**src/design/rfh_pkg.sv**
```systemverilog
// Constants and carrier types for the RTC flag and hour-mode logic
package rfh_pkg;
  // ---------------------------------------------------------------
  // Register offsets on the multiplexed bus
  // ---------------------------------------------------------------
  localparam logic [7:0] MODE_CONTROL_OFF = 8'h0B;
  localparam logic [7:0] INTERRUPT_FLAGS_OFF = 8'h0C;
  localparam logic [7:0] RAM_VALID_STATUS_OFF = 8'h0D;
  // ---------------------------------------------------------------
  // Field positions
  // ---------------------------------------------------------------
  localparam int SET_MODE_BIT = 7;
  localparam int PIE_BIT = 6;
  localparam int AIE_BIT = 5;
  localparam int UIE_BIT = 4;
  localparam int DATA_MODE_BIT = 2;
  localparam int HOUR_24_BIT = 1;
  localparam int DSE_BIT = 0;
  localparam int SUMMARY_BIT = 7;
  localparam int PERIODIC_BIT = 6;
  localparam int ALARM_BIT = 5;
  localparam int UPDATE_BIT = 4;
  localparam int VRT_BIT = 7;
  localparam int PM_BIT = 7;
  // ---------------------------------------------------------------
  // Daylight-saving calendar points (binary values)
  // ---------------------------------------------------------------
  localparam logic [7:0] APRIL_MONTH = 8'h04;
  localparam logic [7:0] OCTOBER_MONTH = 8'h0A;
  localparam logic [7:0] SUNDAY_DOW = 8'h01;
  localparam logic [7:0] APRIL_LAST_WEEK = 8'h18;
  localparam logic [7:0] OCTOBER_LAST_WEEK = 8'h19;
  localparam logic [7:0] DST_HOUR = 8'h01;
  localparam logic [7:0] DST_MIN_SEC = 8'h3B;
  localparam logic [7:0] ZERO_BYTE = 8'h00;

  // Current time from the counters, in the active data mode
  typedef struct packed {
    logic [7:0] month;
    logic [7:0] date;
    logic [7:0] dow;
    logic [7:0] hours;
    logic [7:0] minutes;
    logic [7:0] seconds;
  } rfh_time_type;

  // State reset by the reset pin (irq_b loads 1, all else clears)
  typedef struct packed {
    logic [7:0] addr;
    logic [7:0] wdata;
    logic ds_q;
    logic rd_q;
    logic wr_q;
    logic [2:0] shown;
    logic periodic_flag;
    logic alarm_flag;
    logic update_ended_flag;
    logic periodic_int_enable;
    logic alarm_int_enable;
    logic update_end_int_enable;
    logic fall_done;
    logic [7:0] ad_out;
    logic ad_oe;
    logic irq_b;
    logic dst_fwd;
    logic dst_back;
  } rfh_state_type;

  // State that the reset pin leaves alone
  typedef struct packed {
    logic set_mode;
    logic data_mode;
    logic hour_24;
    logic daylight_saving_enable;
    logic valid_ram_time;
  } rfh_keep_type;
endpackage : rfh_pkg

```
**src/design/rfh_core.sv**
```systemverilog
// RTC interrupt flags, hour format, daylight saving and RAM-valid status
`timescale 1ns/1ps
`default_nettype none
module rfh_core
  import rfh_pkg::*;
(
  input wire logic sys_clk_i,         // 50 MHz clock
  input wire logic rst_b_i,           // Reset pin, active low
  input wire logic address_strobe_i,  // Address phase, high
  input wire logic data_strobe_i,     // Data phase, high
  input wire logic rw_i,              // 1 read, 0 write
  input wire logic ce_b_i,            // Chip enable, low
  input wire logic [7:0] ad_i,        // Bus input
  output logic [7:0] ad_o,            // Bus output
  output logic ad_oe_o,               // Bus drive enable
  output logic irq_b_o,               // Interrupt request, low
  input wire logic power_sense_in_i,  // Power sense pin
  input wire logic periodic_tick_i,   // Selected tap edge
  input wire logic alarm_match_i,     // Time equals alarm
  input wire logic update_end_i,      // Update cycle ended
  input wire logic update_start_i,    // Update cycle starts
  input wire rfh_time_type time_i,    // Current time
  output logic hour_24_mode_o,        // 24-hour format
  output logic data_mode_o,           // 1 binary, 0 BCD
  output logic set_mode_o,            // Updates inhibited
  output logic dst_forward_o,         // Load 3:00:00 at update
  output logic dst_back_o             // Load 1:00:00 at update
);
  // ---------------------------------------------------------------
  // Helpers
  // ---------------------------------------------------------------
  function automatic logic [7:0] to_bin(input logic [7:0] v,
                                        input logic bin);
    if (bin)
      to_bin = v;
    else
      to_bin = 8'((v[7:4] * 4'hA) + v[3:0]);
  endfunction : to_bin

  rfh_state_type st_reg, st_next;
  rfh_keep_type kp_reg, kp_next;
  logic rd_end, wr_end, rd_flags_end, rd_status_end, wr_mode_end;
  logic at_015959, apr_day, oct_day, summary_interrupt_flag_next;
  logic [7:0] hour_bin, flags_rd, status_rd, mode_rd;

  // ---------------------------------------------------------------
  // Bus decode
  // ---------------------------------------------------------------
  always_comb
  begin
    rd_end = st_reg.ds_q && !data_strobe_i && st_reg.rd_q;
    wr_end = st_reg.ds_q && !data_strobe_i && st_reg.wr_q;
    rd_flags_end = rd_end && st_reg.addr == INTERRUPT_FLAGS_OFF;
    rd_status_end = rd_end && st_reg.addr == RAM_VALID_STATUS_OFF;
    wr_mode_end = wr_end && st_reg.addr == MODE_CONTROL_OFF;
    hour_bin = to_bin({1'b0, time_i.hours[6:0]}, kp_reg.data_mode);
    at_015959 = hour_bin == DST_HOUR
      && (kp_reg.hour_24 || !time_i.hours[PM_BIT])
      && to_bin(time_i.minutes, kp_reg.data_mode) == DST_MIN_SEC
      && to_bin(time_i.seconds, kp_reg.data_mode) == DST_MIN_SEC;
    apr_day = to_bin(time_i.month, kp_reg.data_mode) == APRIL_MONTH
      && to_bin(time_i.dow, kp_reg.data_mode) == SUNDAY_DOW
      && to_bin(time_i.date, kp_reg.data_mode) >= APRIL_LAST_WEEK;
    oct_day = to_bin(time_i.month, kp_reg.data_mode) == OCTOBER_MONTH
      && to_bin(time_i.dow, kp_reg.data_mode) == SUNDAY_DOW
      && to_bin(time_i.date, kp_reg.data_mode) >= OCTOBER_LAST_WEEK;
    summary_interrupt_flag_next = (st_reg.periodic_flag && st_reg.periodic_int_enable)
      || (st_reg.alarm_flag && st_reg.alarm_int_enable)
      || (st_reg.update_ended_flag && st_reg.update_end_int_enable);
    flags_rd = ZERO_BYTE;
    flags_rd[SUMMARY_BIT] = summary_interrupt_flag_next;
    flags_rd[PERIODIC_BIT] = st_reg.periodic_flag;
    flags_rd[ALARM_BIT] = st_reg.alarm_flag;
    flags_rd[UPDATE_BIT] = st_reg.update_ended_flag;
    status_rd = ZERO_BYTE;
    status_rd[VRT_BIT] = kp_reg.valid_ram_time;
    mode_rd = ZERO_BYTE;
    mode_rd[SET_MODE_BIT] = kp_reg.set_mode;
    mode_rd[PIE_BIT] = st_reg.periodic_int_enable;
    mode_rd[AIE_BIT] = st_reg.alarm_int_enable;
    mode_rd[UIE_BIT] = st_reg.update_end_int_enable;
    mode_rd[DATA_MODE_BIT] = kp_reg.data_mode;
    mode_rd[HOUR_24_BIT] = kp_reg.hour_24;
    mode_rd[DSE_BIT] = kp_reg.daylight_saving_enable;
  end

  // ---------------------------------------------------------------
  // Next state
  // ---------------------------------------------------------------
  always_comb
  begin
    st_next = st_reg;
    kp_next = kp_reg;
    st_next.ds_q = data_strobe_i;
    if (address_strobe_i)
      st_next.addr = ad_i;
    if (data_strobe_i)
    begin
      st_next.rd_q = rw_i && !ce_b_i;
      st_next.wr_q = !rw_i && !ce_b_i;
      st_next.wdata = ad_i;
    end
    // Read data and drive enable
    st_next.ad_oe = 1'b0;
    st_next.ad_out = ZERO_BYTE;
    if (data_strobe_i && rw_i && !ce_b_i)
    begin
      st_next.ad_oe = 1'b1;
      unique case (st_reg.addr)
        MODE_CONTROL_OFF: st_next.ad_out = mode_rd;
        INTERRUPT_FLAGS_OFF: st_next.ad_out = flags_rd;
        RAM_VALID_STATUS_OFF: st_next.ad_out = status_rd;
        default: st_next.ad_oe = 1'b0;
      endcase
      if (st_reg.addr == INTERRUPT_FLAGS_OFF)
        st_next.shown = flags_rd[PERIODIC_BIT:UPDATE_BIT];
    end
    if (rd_flags_end)
    begin
      st_next.periodic_flag = st_reg.periodic_flag && !st_reg.shown[2];
      st_next.alarm_flag = st_reg.alarm_flag && !st_reg.shown[1];
      st_next.update_ended_flag =
        st_reg.update_ended_flag && !st_reg.shown[0];
      st_next.shown = 3'h0;
    end
    if (periodic_tick_i)
      st_next.periodic_flag = 1'b1;
    if (alarm_match_i)
      st_next.alarm_flag = 1'b1;
    if (update_end_i)
      st_next.update_ended_flag = 1'b1;
    if (wr_mode_end)
    begin
      kp_next.set_mode = st_reg.wdata[SET_MODE_BIT];
      st_next.periodic_int_enable = st_reg.wdata[PIE_BIT];
      st_next.alarm_int_enable = st_reg.wdata[AIE_BIT];
      st_next.update_end_int_enable = st_reg.wdata[UIE_BIT];
      kp_next.data_mode = st_reg.wdata[DATA_MODE_BIT];
      kp_next.hour_24 = st_reg.wdata[HOUR_24_BIT];
      kp_next.daylight_saving_enable = st_reg.wdata[DSE_BIT];
      if (st_reg.wdata[SET_MODE_BIT])
        st_next.update_end_int_enable = 1'b0;
    end
    st_next.irq_b = !((st_next.periodic_flag
                       && st_next.periodic_int_enable)
      || (st_next.alarm_flag && st_next.alarm_int_enable)
      || (st_next.update_ended_flag && st_next.update_end_int_enable));
    st_next.dst_fwd = update_start_i && !kp_reg.set_mode
      && kp_reg.daylight_saving_enable && apr_day && at_015959;
    st_next.dst_back = update_start_i && !kp_reg.set_mode
      && kp_reg.daylight_saving_enable && oct_day && at_015959
      && !st_reg.fall_done;
    if (st_next.dst_back)
      st_next.fall_done = 1'b1;
    else if (!oct_day)
      st_next.fall_done = 1'b0;
    if (rd_status_end)
      kp_next.valid_ram_time = 1'b1;
    if (!power_sense_in_i)
      kp_next.valid_ram_time = 1'b0;
  end

  // ---------------------------------------------------------------
  // Registers
  // ---------------------------------------------------------------
  always_ff @(posedge sys_clk_i or negedge rst_b_i)
  begin
    if (!rst_b_i)
    begin
      st_reg <= '0;
      st_reg.irq_b <= 1'b1;
    end
    else
      st_reg <= st_next;
  end

  always_ff @(posedge sys_clk_i)
  begin
    kp_reg <= kp_next;
  end

  assign ad_o = st_reg.ad_out;
  assign ad_oe_o = st_reg.ad_oe;
  assign irq_b_o = st_reg.irq_b;
  assign hour_24_mode_o = kp_reg.hour_24;
  assign data_mode_o = kp_reg.data_mode;
  assign set_mode_o = kp_reg.set_mode;
  assign dst_forward_o = st_reg.dst_fwd;
  assign dst_back_o = st_reg.dst_back;
endmodule : rfh_core
`default_nettype wire

```
**config.mk**
```make
export PLATFORM = sky130hd
export DESIGN_NAME = rfh_core
export DESIGN_NICKNAME = d
export VERILOG_FILES = /design/src/design/rfh_pkg.sv /design/src/design/rfh_core.sv
export SDC_FILE = /design/constraint.sdc
export NUM_CORES = 1
export LEC_CHECK = 0
export ABC_AREA = 0
export BUFFER_PORTS_ARGS = -buffer_cell sky130_fd_sc_hd__buf_2
export CAP_MARGIN = 0
export CORE_ASPECT_RATIO = 0.75
export CORE_MARGIN = 5
export CORE_UTILIZATION = 44
export CTS_CLUSTER_DIAMETER = 120
export CTS_CLUSTER_SIZE = 16
export DETAILED_ROUTE_END_ITERATION = 8
export HOLD_SLACK_MARGIN = 0.06
export PLACE_DENSITY = 0.68
export SKIP_LAST_GASP = 1
export SLEW_MARGIN = 10
export SYNTH_ARGS = -nofsm -noshare
export SYNTH_HDL_FRONTEND = slang
export SYNTH_SLANG_ARGS = --single-unit
```
**constraint.sdc**
```tcl
create_clock -name sys_clk_i -period 3.46 [get_ports sys_clk_i]
set_input_delay 1.038 -clock sys_clk_i [delete_from_list [all_inputs] [get_ports sys_clk_i]]
set_output_delay 1.038 -clock sys_clk_i [all_outputs]
set_load 0.1 [all_outputs]
```
# After elaboration in Yosys (flattened, before gate mapping)
# Index checks and enable logic that the tools add are counted.
# Widths: inputs -> output; s select.
dict set report totals {
  ff_bits 46
  in_bits 67
}
dict set report classes {
  n_addsub 6
  multipliers 6
  order_cmp 2
  eq_ne 10
  mux 19
  n_reduce_logical 52
}
# cell n
set ops {}
lappend ops {{$mux 8} 6}
lappend ops {{$add 8x4->8} 5}
lappend ops {{$mul 4x3->7 const B} 5}
lappend ops {{$logic_and 1x1->1} 33}
lappend ops {{$eq 8x4->1 const B} 4}
lappend ops {{$pmux 8 s3} 1}
lappend ops {{$eq 8x1->1 const B} 2}
lappend ops {{$eq 8x6->1 const B} 2}
lappend ops {{$ge 8x5->1 const B} 2}
lappend ops {{$logic_not 1->1} 10}
lappend ops {{$mux 3} 3}
lappend ops {{$mux 9} 1}
lappend ops {{$add 7x4->8} 1}
lappend ops {{$eq 8x3->1 const B} 1}
lappend ops {{$mux 1} 7}
lappend ops {{$mul 3x3->6 const B} 1}
lappend ops {{$mux 6} 1}
lappend ops {{$logic_or 1x1->1} 5}
lappend ops {{$reduce_bool 2->1} 2}
lappend ops {{$reduce_or 3->1} 1}
lappend ops {{$ne 2x2->1 const B} 1}
lappend ops {{$reduce_and 2->1} 1}

# Depth between registers and ports, before layout
dict set report depth {
  depth_word 10
  depth_mapped 9
  mapped_depth_nobuf 9
}

# Least setup slack after synthesis
# No wires, ideal clock.
dict set report synth_path {
  kind {input port to flip-flop}
  from {input port time_i[13] (netlist bit)}
  to {register st_reg (netlist bit dst_back_o)}
  setup_ns 0.068
  arrival_time_ns 3.197
  path_slack_ns 0.195
  stages 7
  n_path_buf 0
  path_cell_list {ha_1 ha_1 fa_1 or3b_2 a2111oi_0 o211a_1 and4b_1}
}
# item line_no
set synth_rtl {}
lappend synth_rtl {{start: declaration} rfh_core.sv:22} ;# input wire rfh_time_type time_i,
lappend synth_rtl {{end signal: assignment} rfh_core.sv:174} ;# st_reg <= st_next;
lappend synth_rtl {{end: declaration} rfh_core.sv:40} ;# rfh_state_type st_reg, st_next;

==> metrics.md <==
| Metric | Value |
|---|---|
| Status | `complete, no violations` |
| Die Wd | `110 µm` |
| Total congestion overflow | `0` |
| FF-to-FF setup slack | `1.06 ns` |
| Clk_skew | `around 0.0077 ns` |
| Avg Inst Size Synth | `~11 µm²` |
| Worst slew pin tran | `0.827 ns` |
| CTS Root Cell | `clkbuf_8` |
| Die H | `85.2 µm` |
| Drt pass-1 iters | `4` |
| Worst path bufs/invs | `1` |
| Worst Min Path Start | `st_reg[27]$_DFFE_PN0P_` |
| Post-Synth XOR/XNOR Area | `0.0264` |
| Ys async rst share | `0.886` |
| Syn nets | `around 430` |
| DRC Markers | `0` |
| Post-CTS sizing | `0` |
| Period Utilization, post-route | `0.951` |
| Pre-CTS setup slack | `-0.143 ns` |
| Critical Path RT | `around 3.7 ns` |
| Final Worst Setup Slack | `0.169 ns` |
| Vias in the first global route | `2654` |
| Largest stage delay, worst path | `between 0.5 and 0.6 ns` |
| Final Hold Viols | `0` |
| Antenna violations before repair | `0` |
| DR vias | `2639` |
| CP Max Fanout | `3` |
| YS warnings | `0` |
| Post-synthesis simple-gate area fraction | `0.166` |
| Inst Count DP | `490` |
| Multi-input gate area | `approximately 2000 µm²` |
| Largest net degree at the start of global routing | `40` |
| I/O pins | `a little over 80` |
| Levels on crit path | `8` |
| Worst Hold Class | `reg -> reg` |
| Starting Density | `0.452` |
| Primary FF master, synth | `dfrtp_1` |
| Share of cells above drive strength 1 | `0.325` |
| Via density | `~5.3` |
| First-pass GRT wire length | `roughly 13 mm` |
| Number of distinct library cells after synthesis | `between 50 and 60` |
| Main combinational cell family by area after synthesis | `adder cells` |
| Leakage | `~1.9 nW` |
| Slew HR | `0.449` |
| Final setup violation count | `0` |
| Total track usage | `0.170` |
| Most used cell, CP | `ha_1` |
| RSZ-0062 raised after global routing | `false` |
| Gpl congestion | `between 0.8 and 0.9` |
| EDFF count, synth | `4` |
| Worst setup path endpoint | `dst_back_o$_DFF_PN0_` |
| CP startpoint | `time_i[13]` |
| Clk slew on worst S/H paths | `about 0.080 ns` |
| CP arrival | `3.53 ns` |
| Crit path launch type | `input pin` |
| Fmax | `0.304 GHz` |
| Fill cells | `slightly below 700` |
| Final wirelength | `around 7.6 mm` |
| Register area share after synthesis | `0.337` |
| Peak supply drop | `241 µV` |
| Register-to-Register Path Depth | `6` |
| FF+latch area | `approximately 1100 µm²` |
| Synthesized flop and latch total | `44` |
| Non-Filler Instances | `about 500` |
| Synth Area in Adders | `0.221` |
| Synth Instances | `between 300 and 400` |
| Cell Chain, Critical Path | `buf_2 -> ha_1 -> ha_1 -> fa_1 -> or3b_2 -> a2111oi_1 -> o211a_1 -> and4b_1` |
| Clock buffer depth | `2` |
| CTS tree | `yes` |
| Final nets | `just over 500` |
| Delay-heaviest family, CP | `adder cells` |
| CP max stage cell | `fa_1` |
| Commonest non-fill, non-tap cells in the layout | `80 x buf_2, 41 x ha_1, 38 x dfrtp_1` |
| Worst Setup Path Type | `in -> reg` |
| Synthesized area | `between 3000 and 4000 µm²` |
| Die ar. | `roughly 9400 µm²` |
| Std-Cell Rows | `27` |
| Max reg flops | `22` |
| Worst-Skew Late Latency | `~0.3 ns` |
| CORE AREA | `roughly 7300 µm²` |
| Slew Viols, Final | `0` |
| R2R Path End | `irq_b_o$_DFF_PN1_` |
| Commonest non-fill, non-tap cell in the layout | `buf_2` |
| Mux cell area share after synthesis | `0.0683` |
| ANT cells | `0` |
| DP HPWL | `6.38 mm` |
| Initial drt markers | `134` |
| CTS Buf Count | `5` |
| IO Port Bufs | `80` |
| Area Growth Syn to Fin | `19.6%` |
| Clock Sinks | `44` |
| Period minus WS final | `3.29 ns` |
| Hold buffer count at cts | `0` |
| Routed len/inst | `15.3 µm` |
| Antenna viol nets, final | `0` |
| Pwr Density | `between 300 and 400 nW/µm²` |
| Max-cap check violation count | `0` |
| Crit end category | `flop` |
| Post-CTS Setup Inserts | `0` |
| Reg-to-reg critical path startpoint | `st_reg[38]$_DFFE_PN0P_` |
| H-tree depth | `2` |
| Compound-Gate Fraction of Synth Area | `0.130` |
-- cell usage after synthesis (all sizes together), types with 3 or more instances --
cell type	n	area, µm²
a2111oi	3	26.3
a211o	4	35.0
a21o	8	60.1
a21oi	12	60.1
a22o	3	26.3
a22oi	6	50.1
a31oi	4	25.0
and3	3	22.5
buf	8	60.1
clkbuf	4	15.0
dfrtp	38	951
edfxtp	4	120
fa	11	220
ha	41	513
inv	25	93.8
mux2	18	206
nand2	9	33.8
nand3	9	57.6
nand3b	3	22.5
nand4	7	43.8
nand4b	3	26.3
nor2	16	60.1
nor2b	7	43.8
nor3	3	15.0
nor3b	3	22.5
nor4	8	80.1
nor4b	4	35.0
o21ai	6	30.0
xnor2	6	52.6
xor2	4	35.0
-- how the worst min path moves through the flow --
| stage | to | slack, ns | cells after the start |
|---|---|---|---|
| floorplan | data_mode_o$_DFFE_PP_ | 0.42 | 0 |
| global placement | kp_reg[1]$_DFFE_PP_ | 0.43 | 0 |
| detailed placement | kp_reg[1]$_DFFE_PP_ | 0.44 | 0 |
| CTS | kp_reg[1]$_DFFE_PP_ | 0.47 | 0 |
| global route | kp_reg[1]$_DFFE_PP_ | 0.48 | 0 |
| finish | data_mode_o$_DFFE_PP_ | 0.46 | 0 |
-- cell type report --
class | count | area share
Tap cell | 101 | 0.0319
Clock inverter | 1 | 0.00757
Inverter | 25 | 0.0237
Clock buffer | 7 | 0.0192
Sequential cell | 44 | 0.282
Timing Repair Buffer | 92 | 0.124
Multi-Input combinational cell | 228 | 0.512
-- worst reg2reg max path, stage by stage, from the launching register on --
cell      delay [ns]
dfrtp_1         0.38
or4_4           0.58
nor4_4          0.54
nand3_4         0.17
mux2_4          0.34
a22oi_2         0.17
a21boi_2        0.16
-- metal layers --
layer	global-route usage	vias to the layer above	part of all wire
li1	-	1314	-
met2	0.251	70	0.42
met5	0	-	0
met4	0.0235	0	0.00053
met3	0.0395	2	0.073
met1	0.258	1253	0.50
-- power breakdown --
part	switching (mW)	internal, mW	total (mW)
Sequential	0.0150	0.543	0.558
Clock	0.171	0.216	0.387
Combinational	0.167	0.154	0.320
-- cells by family (layout without fill, tap and decap cells) --
group	Yosys count	after routing
AO/OA/AOI/OAI	59	59
buffers and inverters	37	125
flip-flops	44	44
AND/OR/NAND/NOR	86	86
other	1	1
XOR/XNOR	10	10
multiplexers	20	20
adder cells (fa/ha/maj)	52	52
-- through the flow --
stage / hold slack [ns] / area (µm²) / util / TNS [ns] / total power, mW
CTS: 0.467 / 3970 / 0.541 / 0 / 1.27
floorplan: 0.421 / 3320 / - / 0 / 0.764
detailed placement: 0.443 / 3860 / 0.526 / -0.379 / 0.887
finish: 0.464 / 3970 / 0.541 / 0 / 1.27
global placement: 0.432 / 3860 / 0.526 / -0.502 / 0.879
global route: 0.483 / 3970 / 0.541 / 0 / 1.35
Power figures use the tool's default switching activity.
